## src/logic/pel_pkg.sv

```systemverilog
// constants for the probe edge position latch
package pel_pkg;
    localparam int NUM_PROBES = 2;
    localparam int POS_W = 32;
    localparam int IDX_W = 16;
    localparam int WORD_W = 16;
    // object indices
    localparam logic [15:0] IDX_PROBE_CTRL = 16'h60B8;
    localparam logic [15:0] IDX_PROBE_STAT = 16'h60B9;
    localparam logic [15:0] IDX_P1_RISE = 16'h60BA;
    localparam logic [15:0] IDX_P1_FALL = 16'h60BB;
    localparam logic [15:0] IDX_P2_RISE = 16'h60BC;
    localparam logic [15:0] IDX_P2_FALL = 16'h60BD;
    // per-probe field offsets inside control and status words
    localparam int PROBE_STRIDE = 8;
    localparam int CTRL_ENABLE = 0;
    localparam int CTRL_CONT = 1;
    localparam int CTRL_SEL = 2;
    localparam int CTRL_RISE_EN = 4;
    localparam int CTRL_FALL_EN = 5;
    localparam int STAT_ENABLED = 0;
    localparam int STAT_RISE = 1;
    localparam int STAT_FALL = 2;
    localparam int STAT_SEL = 6;
    localparam int STAT_LEVEL = 7;
    // writable control bits, everything else reads as zero
    localparam logic [15:0] CTRL_MASK = 16'h3737;
    localparam logic [15:0] CTRL_RESET = 16'h0000;
    localparam logic [31:0] POS_RESET = 32'h00000000;
    localparam logic SEL_DIGITAL = 1'b0;
    localparam logic SEL_INDEX = 1'b1;
endpackage

```

## src/logic/pel_edge_capture.sv

```systemverilog
// one probe: edge detection and rising/falling position capture
`timescale 1ns/100ps
module pel_edge_capture (
    input wire logic clk, // system clock
    input wire logic rst, // async reset, high
    input wire logic ce, // clock enable
    input wire logic trig, // selected trigger level
    input wire logic enable, // probe enabled
    input wire logic continuous, // 1 = capture every edge, 0 = first only
    input wire logic rise_en, // capture on rising edge
    input wire logic fall_en, // capture on falling edge
    input wire logic signed [31:0] position, // raw encoder count
    output logic signed [31:0] rise_pos, // rising-edge capture
    output logic signed [31:0] fall_pos, // falling-edge capture
    output logic rise_flag, // rising capture done
    output logic fall_flag // falling capture done
);
    logic prev_ff, nxt_prev;
    logic signed [31:0] rise_pos_ff, nxt_rise_pos, fall_pos_ff, nxt_fall_pos;
    logic rise_flag_ff, nxt_rise_flag, fall_flag_ff, nxt_fall_flag;
    logic rise_hit, fall_hit;

    // ----------------------------------------
    // edge detection and capture
    // ----------------------------------------
    always_comb
    begin
        rise_hit = trig & ~prev_ff & enable & rise_en & (continuous | ~rise_flag_ff);
        fall_hit = ~trig & prev_ff & enable & fall_en & (continuous | ~fall_flag_ff);
        nxt_prev = trig;
        nxt_rise_pos = rise_hit ? position : rise_pos_ff;
        nxt_fall_pos = fall_hit ? position : fall_pos_ff;
        // disabling the probe clears its flags and rearms single mode
        nxt_rise_flag = enable & (rise_flag_ff | rise_hit);
        nxt_fall_flag = enable & (fall_flag_ff | fall_hit);
    end

    always_ff @(posedge clk or posedge rst)
    begin
        if (rst)
        begin
            prev_ff <= 1'b0;
            rise_pos_ff <= pel_pkg::POS_RESET;
            fall_pos_ff <= pel_pkg::POS_RESET;
            rise_flag_ff <= 1'b0;
            fall_flag_ff <= 1'b0;
        end
        else if (ce)
        begin
            prev_ff <= nxt_prev;
            rise_pos_ff <= nxt_rise_pos;
            fall_pos_ff <= nxt_fall_pos;
            rise_flag_ff <= nxt_rise_flag;
            fall_flag_ff <= nxt_fall_flag;
        end
    end

    assign rise_pos = rise_pos_ff;
    assign fall_pos = fall_pos_ff;
    assign rise_flag = rise_flag_ff;
    assign fall_flag = fall_flag_ff;
endmodule

```

## src/logic/pel_probe_latch.sv

```systemverilog
// touch-probe position latch: two probes, object access port
`timescale 1ns/100ps
module pel_probe_latch (
    input wire logic clk, // system clock
    input wire logic rst, // async reset, high
    input wire logic ce, // clock enable, freezes all state when low
    input wire logic signed [31:0] enc_position, // raw encoder count
    input wire logic enc_index, // encoder index pulse
    input wire logic probe1_digital_input, // probe 1 digital input
    input wire logic probe2_digital_input, // probe 2 digital input
    input wire logic obj_valid, // object access request
    input wire logic obj_write, // 1 = write, 0 = read
    input wire logic [15:0] obj_index, // object index
    input wire logic [31:0] obj_wdata, // write data
    output logic [31:0] obj_rdata, // read data
    output logic obj_ack, // access done, one-cycle pulse
    output logic obj_err // access refused, with ack
);
    logic [15:0] ctrl_ff, nxt_ctrl;
    logic [31:0] rdata_ff, nxt_rdata;
    logic ack_ff, nxt_ack;
    logic err_ff, nxt_err;
    logic [15:0] status_word;
    logic [1:0] din;
    logic [1:0] trig;
    logic [1:0] rise_flag;
    logic [1:0] fall_flag;
    logic signed [31:0] rise_pos [2];
    logic signed [31:0] fall_pos [2];

    // ----------------------------------------
    // object decode
    // ----------------------------------------
    function automatic logic obj_known(input logic [15:0] idx);
        obj_known = (idx >= pel_pkg::IDX_PROBE_CTRL) && (idx <= pel_pkg::IDX_P2_FALL);
    endfunction

    function automatic logic obj_writable(input logic [15:0] idx);
        obj_writable = (idx == pel_pkg::IDX_PROBE_CTRL);
    endfunction

    function automatic logic ctrl_bit(input logic [15:0] w, input int p, input int f);
        ctrl_bit = w[p * pel_pkg::PROBE_STRIDE + f];
    endfunction

    assign din = {probe2_digital_input, probe1_digital_input};

    // ----------------------------------------
    // probes
    // ----------------------------------------
    genvar g;
    generate
        for (g = 0; g < pel_pkg::NUM_PROBES; g++)
        begin : g_probe
            // trigger source select
            assign trig[g] = (ctrl_bit(ctrl_ff, g, pel_pkg::CTRL_SEL) == pel_pkg::SEL_INDEX)
                ? enc_index : din[g];

            pel_edge_capture u_cap (
                .clk(clk),
                .rst(rst),
                .ce(ce),
                .trig(trig[g]),
                .enable(ctrl_bit(ctrl_ff, g, pel_pkg::CTRL_ENABLE)),
                .continuous(ctrl_bit(ctrl_ff, g, pel_pkg::CTRL_CONT)),
                .rise_en(ctrl_bit(ctrl_ff, g, pel_pkg::CTRL_RISE_EN)),
                .fall_en(ctrl_bit(ctrl_ff, g, pel_pkg::CTRL_FALL_EN)),
                .position(enc_position),
                .rise_pos(rise_pos[g]),
                .fall_pos(fall_pos[g]),
                .rise_flag(rise_flag[g]),
                .fall_flag(fall_flag[g])
            );
        end
    endgenerate

    // ----------------------------------------
    // status word
    // ----------------------------------------
    always_comb
    begin
        status_word = '0;
        for (int p = 0; p < pel_pkg::NUM_PROBES; p++)
        begin
            status_word[p * pel_pkg::PROBE_STRIDE + pel_pkg::STAT_ENABLED] =
                ctrl_bit(ctrl_ff, p, pel_pkg::CTRL_ENABLE);
            status_word[p * pel_pkg::PROBE_STRIDE + pel_pkg::STAT_RISE] = rise_flag[p];
            status_word[p * pel_pkg::PROBE_STRIDE + pel_pkg::STAT_FALL] = fall_flag[p];
            status_word[p * pel_pkg::PROBE_STRIDE + pel_pkg::STAT_SEL] =
                ctrl_bit(ctrl_ff, p, pel_pkg::CTRL_SEL);
            status_word[p * pel_pkg::PROBE_STRIDE + pel_pkg::STAT_LEVEL] = trig[p];
        end
    end

    // ----------------------------------------
    // object access
    // ----------------------------------------
    always_comb
    begin
        nxt_ctrl = ctrl_ff;
        nxt_rdata = rdata_ff;
        nxt_ack = obj_valid;
        nxt_err = 1'b0;
        if (obj_valid)
        begin
            if (!obj_known(obj_index))
            begin
                nxt_err = 1'b1;
                nxt_rdata = '0;
            end
            else if (obj_write)
            begin
                // captures and status refuse writes
                if (obj_writable(obj_index))
                    nxt_ctrl = obj_wdata[15:0] & pel_pkg::CTRL_MASK;
                else
                    nxt_err = 1'b1;
            end
            else
            begin
                case (obj_index)
                    pel_pkg::IDX_PROBE_CTRL: nxt_rdata = {16'h0000, ctrl_ff};
                    pel_pkg::IDX_PROBE_STAT: nxt_rdata = {16'h0000, status_word};
                    pel_pkg::IDX_P1_RISE: nxt_rdata = rise_pos[0];
                    pel_pkg::IDX_P1_FALL: nxt_rdata = fall_pos[0];
                    pel_pkg::IDX_P2_RISE: nxt_rdata = rise_pos[1];
                    pel_pkg::IDX_P2_FALL: nxt_rdata = fall_pos[1];
                    default: nxt_rdata = '0;
                endcase
            end
        end
    end

    always_ff @(posedge clk or posedge rst)
    begin
        if (rst)
        begin
            ctrl_ff <= pel_pkg::CTRL_RESET;
            rdata_ff <= pel_pkg::POS_RESET;
            ack_ff <= 1'b0;
            err_ff <= 1'b0;
        end
        else if (ce)
        begin
            ctrl_ff <= nxt_ctrl;
            rdata_ff <= nxt_rdata;
            ack_ff <= nxt_ack;
            err_ff <= nxt_err;
        end
    end

    assign obj_rdata = rdata_ff;
    assign obj_ack = ack_ff;
    assign obj_err = err_ff;
endmodule

```

## config.mk

```make
export PLATFORM = sky130hd
export DESIGN_NAME = pel_probe_latch
export DESIGN_NICKNAME = d
export VERILOG_FILES = /design/src/logic/pel_pkg.sv /design/src/logic/pel_edge_capture.sv /design/src/logic/pel_probe_latch.sv
export SDC_FILE = /design/constraint.sdc
export NUM_CORES = 1
export LEC_CHECK = 0
export BUFFER_PORTS_ARGS = -buffer_cell sky130_fd_sc_hd__buf_2
export CELL_PAD_IN_SITES_DETAIL_PLACEMENT = 1
export CELL_PAD_IN_SITES_GLOBAL_PLACEMENT = 1
export CORE_UTILIZATION = 46
export CTS_BUF_LIST = sky130_fd_sc_hd__clkbuf_16
export DETAILED_ROUTE_END_ITERATION = 6
export GPL_ROUTABILITY_DRIVEN = 0
export PLACE_DENSITY = 0.89
export SLEW_MARGIN = 20
export SYNTH_ARGS = -nofsm -noshare
export SYNTH_HDL_FRONTEND = slang
export SYNTH_SLANG_ARGS = --single-unit
```

## constraint.sdc

```tcl
create_clock -name clk -period 8.15 [get_ports clk]
set_input_delay 1.2225 -clock clk [delete_from_list [all_inputs] [get_ports clk]]
set_output_delay 1.2225 -clock clk [all_outputs]
set_load 0.1 [all_outputs]
```

# Word level (Yosys, flattened, before mapping)

Cells that the tools add are included.
W data, S select, Z words.

Flip-flop bits (word level): 178
Bits of input ports: 88
Output and inout bits: 34
Logic and storage cells: 75

Magnitude comparators: 2
Equality and inequality tests: 7
Mux-type cells: 9
Bitwise operators: 36
Reductions and logical operators: 7

Operators with widths:

| operator               | count |
|---|---|
| $pmux W32 S6           | 1 |
| $eq A16 B15 Y1 const B | 6 |
| $mux W32               | 2 |
| $and A1 B1 Y1          | 20 |
| $ge A16 B15 Y1 const B | 1 |
| $le A16 B15 Y1 const B | 1 |
| $not A1 Y1             | 8 |
| $or A1 B1 Y1           | 8 |
| $reduce_and A2 Y1      | 4 |
| $mux W1                | 6 |
| $reduce_and A5 Y1      | 1 |
| $reduce_and A3 Y1      | 1 |
| $ne A2 B2 Y1 const B   | 1 |
| $logic_and A1 B1 Y1    | 1 |

# Logic depth before layout (Yosys ltp)

Depth in word-level cells: 8
Gate-level depth with buffers: 8
Gate-level depth less buffers: 5

# Modules after synthesis

From an unflattened synthesis, not the netlist that was laid out.

Cells, all modules: 570
Area, all modules: 8069.0 um^2

Modules (own cells, without submodules):

| module           | instances | cells each | area an instance (um^2) | seq. area each (um^2) |
|---|---|---|---|---|
| pel_edge_capture | 2         | 153        | 2703.8                  | 1676.6 |
| pel_probe_latch  | 1         | 264        | 2661.3                  | 1101.1 |

# Worst setup path before layout

Ideal clock, no wire load.

Path type: input to register
From: input obj_index[11]
To: register ctrl_ff[0]
Setup time: 0.125 ns
Data arrival time: 3.336 ns
Required time: 8.025 ns
Slack: 4.689 ns
Stages on the path: 8
Buffers on the path: 3
Cell sequence: or4_4 > buf_6 > or3_1 > buf_6 > nor3_4 > nor4b_4 > buf_6 > mux2_4

Longest elaborated chain between the ends: 3
Elaborated cells between the ends (all ways): 5
Those cells by class: order compare (2); eq/ne (1); reduce/logical (2)

RTL lines:

| element                                                 | RTL line               | source |
|---|---|---|
| from (decl)                                             | pel_probe_latch.sv:13  | `input wire logic [15:0] obj_index,` |
| $ge A16 B15 Y1 / $le A16 B15 Y1 (equally long branches) | pel_probe_latch.sv:35  | `obj_known = (idx >= pel_pkg::IDX_PROBE_CTRL) && (idx <= pel_pkg::IDX_P2_FALL);` |
| $logic_and A1 B1 Y1                                     | pel_probe_latch.sv:35  |  |
| $reduce_and A5 Y1 (no line) (*)                         | -                      |  |
| to (signal assigned)                                    | pel_probe_latch.sv:138 | `ctrl_ff <= pel_pkg::CTRL_RESET;` |
| to (signal assigned)                                    | pel_probe_latch.sv:145 | `ctrl_ff <= nxt_ctrl;` |
| to (decl)                                               | pel_probe_latch.sv:19  | `logic [15:0] ctrl_ff, nxt_ctrl;` |

Every way passes the cells marked *; elsewhere a longest branch is shown, timed or not.
A chain may end at the register's enable or synchronous reset.

# Final worst setup path

From: input obj_index[0]
To: register ctrl_ff[12]

Same word-level chain as after synthesis.

==> flow_summary.json <==
{
  "grt_pass1_wl_um": 37800,
  "r2r_cells": 4,
  "post_cts_resize_count": 0,
  "slew_viol_final": 0,
  "grt_pass1_vias": 6330,
  "syn_nets": 659,
  "p_seq_share_pct": 47.1,
  "crit_start": "obj_index[0]",
  "firstDrtPassIters": 6,
  "grt_max_degree": 96,
  "synth_edf_count": 0,
  "synthCells": 571,
  "reg2reg_slack_ns": 5.11,
  "cts.sinks": 178,
  "drc_errors": 0,
  "crit_path_end_kind": "flop",
  "areaGrowthSynthToFinish_pct": 18.91,
  "ys_seq_area_share_pct": 57.79,
  "status": "completed",
  "vdd_drop_max_uv": 161.3,
  "dp_hpwl_um": 14690,
  "hp-class": "flop to flop",
  "finalHoldViolCount": 0,
  "portBuffers": 99,
  "ant_nets": 0,
  "fmax_mhz": 244.6,
  "p_int_mw": 1.473,
  "min_period_ns": 4.088,
  "synthArstFlopShare_pct": 100.0,
  "ios": 122,
  "clkPwrFrac_pct": 48.7,
  "htree_levels": 4,
  "power_switching_mw": 0.4100,
  "fin_setup_tns_ns": 0,
  "worst_pin_slew_ns": 1.165,
  "clkTransAtPathRegs_ns": 0.07,
  "cap_viol_max_count": 0,
  "initial_core_util_pct": 47.83,
  "synth.area.top_cells": "dfrtp_1, mux2_2, a221oi_1",
  "crit_family": "simple AND/OR/NAND/NOR gates",
  "vias_per_cell": 6.200,
  "worstPathArrival_ns": 4.41,
  "min_period_over_period_pct": 50.16,
  "synth_top_area_share_pct": 57.79,
  "cpMaxStageDelayCell": "nor4b_4",
  "path_cells": "buf_2 -> and4b_1 -> a31oi_1 -> nand2b_1 -> nor4b_4 -> mux2_4",
  "timing.slew.headroom_pct": 22.01,
  "ys.flop_type": "dfrtp_1",
  "postCtsSetupRepairBufs": 0,
  "clockBufferDepth": 2,
  "fin_worst_skew_ns": 0.007857,
  "finalSetupViolations": 0,
  "endpoint": "ctrl_ff[12]",
  "coreArea_sq_um": 16120,
  "cts_tree": "built",
  "nNetsFinal": 754,
  "yosys_warnings": 0,
  "yosysTopAreaCell": "dfrtp_1",
  "r2r_end": "g_probe[1].u_cap.fall_pos[2]",
  "syn_area_per_cell_sq_um": 13.50,
  "wirelength_um": 23960,
  "initialDrtViolationCount": 320,
  "crit_type": "input pin to flop",
  "synth_area_sq_um": 7707,
  "path_max_fanout": 25,
  "clockRootBuffer": "clkbuf_16",
  "die_h_um": 131.4,
  "fin_total_pwr_mw": 1.883,
  "p_per_area_nw_per_um2": 205.5,
  "clk_latency_ns": 0.44,
  "grt.total_usage_pct": 29.27,
  "cts_hold_buf": 0,
  "crit_cells": 6,
  "grt_setup_unrepaired": "no",
  "critPathLaunchType": "input pin",
  "combinationalPowerShare_pct": 4.2,
  "layout_common_cells": "dfrtp_1, mux2_2, buf_2, nand2_1, o21ai_1",
  "gr-total-overflow": 0,
  "die_w_um": 131.4,
  "vias": 5549,
  "avgRoutedWirePerCell_um": 26.77,
  "crit_buf_inv": 1,
  "slowest_delay_ns": 1.00,
  "sw_frac_of_total_pct": 21.77,
  "rows": 46,
  "worstPathRequired_ns": 8.48,
  "synth_seq_cells": 178,
  "antenna_found_initial": 2,
  "numCtsBuffers": 17,
  "die-area_sq_um": 17280,
  "drive_gt1_share_pct": 41.30,
  "rr_startpoint": "ctrl_ff[10]",
  "synth.distinct_cells": 50,
  "leakage_nw": 4.475,
  "layout_commonest_cell": "dfrtp_1"
}
[cells by family (layout without fill, tap and decap cells)]
logic type / Yosys count / in the layout / share of synthesized area (%)
mux: 155 / 155 / 23.05
simple gates: 84 / 84 / 6.283
compound gates: 111 / 111 / 10.39
flops: 178 / 178 / 57.79
buf+inv: 43 / 150 / 2.484
other cells: 0 / 1 / 0
[metrics by stage]
step                      cells  hold WS, ns  setup slack (ns)  util, %  area [sq um]
after floorplan             571       0.4532             2.097        -          7707
after global placement      861       0.4650             3.846    52.54          8467
after detailed placement    863       0.4776             3.758    52.78          8506
after CTS                   894       0.4989             4.167    56.79          9153
after global routing        895       0.5185             3.996    56.87          9165
final                       895       0.4875             4.062    56.87          9165
[per-layer routing]
metal,vias up,global-route usage [%],wire [um]
met5,-,0,13
met4,2,14.41,873
met3,72,6.289,1503
met2,259,48.38,12050
met1,2913,36.37,9517
li1,2303,-,-
[sequential cells by signal (all words and copies together) (netlist names)]
signal                   cells
g_probe.u_cap.prev_ff        2
obj_err                      1
obj_rdata                   32
g_probe.u_cap.rise_pos      64
ctrl_ff                     10
g_probe.u_cap.fall_pos      64
obj_ack                      1
g_probe.u_cap.rise_flag      2
g_probe.u_cap.fall_flag      2
[cells in the mapped netlist, types with 3 or more instances]
master	n
dfrtp_1	178
mux2_2	115
nand2_1	41
o21ai_1	32
a221oi_1	25
clkbuf_1	25
a22o_1	20
mux2_1	15
mux2i_1	14
mux2_4	10
inv_1	8
nor2_1	7
a21oi_1	6
buf_2	6
o21ai_0	5
a222oi_1	4
nand2b_1	4
o21a_1	4
o22ai_1	4
buf_6	3
nand3_1	3
nand3b_1	3
nor2b_1	3
[cell type report]
| class | count | area, sq um |
|---|---|---|
| inverters | 8 | 35.03 |
| clock inverters | 14 | 221.5 |
| flip-flops and latches | 178 | 4454 |
| diodes | 1 | 2.502 |
| clock buffers | 17 | 425.4 |
| repair buffers | 111 | 613.1 |
| fillers | 1610 | 6950 |
| multi-input cells | 350 | 3143 |
| well taps | 216 | 270.3 |
[worst min-delay path by stage]
stage | slack (ns) | end | startpoint | depth (start not counted)
final | 0.49 | obj_rdata[22] | obj_rdata[22] | 2
after global routing | 0.52 | g_probe[0].u_cap.rise_pos[16] | g_probe[0].u_cap.rise_pos[16] | 1
after CTS | 0.50 | g_probe[0].u_cap.rise_pos[3] | g_probe[0].u_cap.rise_pos[3] | 1
after detailed placement | 0.48 | g_probe[0].u_cap.rise_pos[1] | g_probe[0].u_cap.rise_pos[1] | 1
after global placement | 0.46 | g_probe[0].u_cap.rise_pos[2] | g_probe[0].u_cap.rise_pos[2] | 1
after floorplan | 0.45 | g_probe[0].u_cap.rise_pos[2] | g_probe[0].u_cap.rise_pos[2] | 1
[power groups by stage]
stage / registers, mW / clock network, mW / logic, mW
finish: 0.887 / 0.917 / 0.0789
global route: 0.886 / 0.957 / 0.0850
CTS: 0.887 / 0.923 / 0.0788
detailed placement: 0.903 / 0 / 0.0767
global placement: 0.903 / 0 / 0.0715
floorplan: 0.909 / 0 / 0.0304
[worst reg2reg max path, cell delays in order, from the launching register on]
cell and delay, ns:
dfrtp_1 0.43, mux2i_1 0.57, nor3b_2 0.98, buf_4 0.53, mux2_2 0.42
No activity file was read; power rests on OpenSTA's default activity.
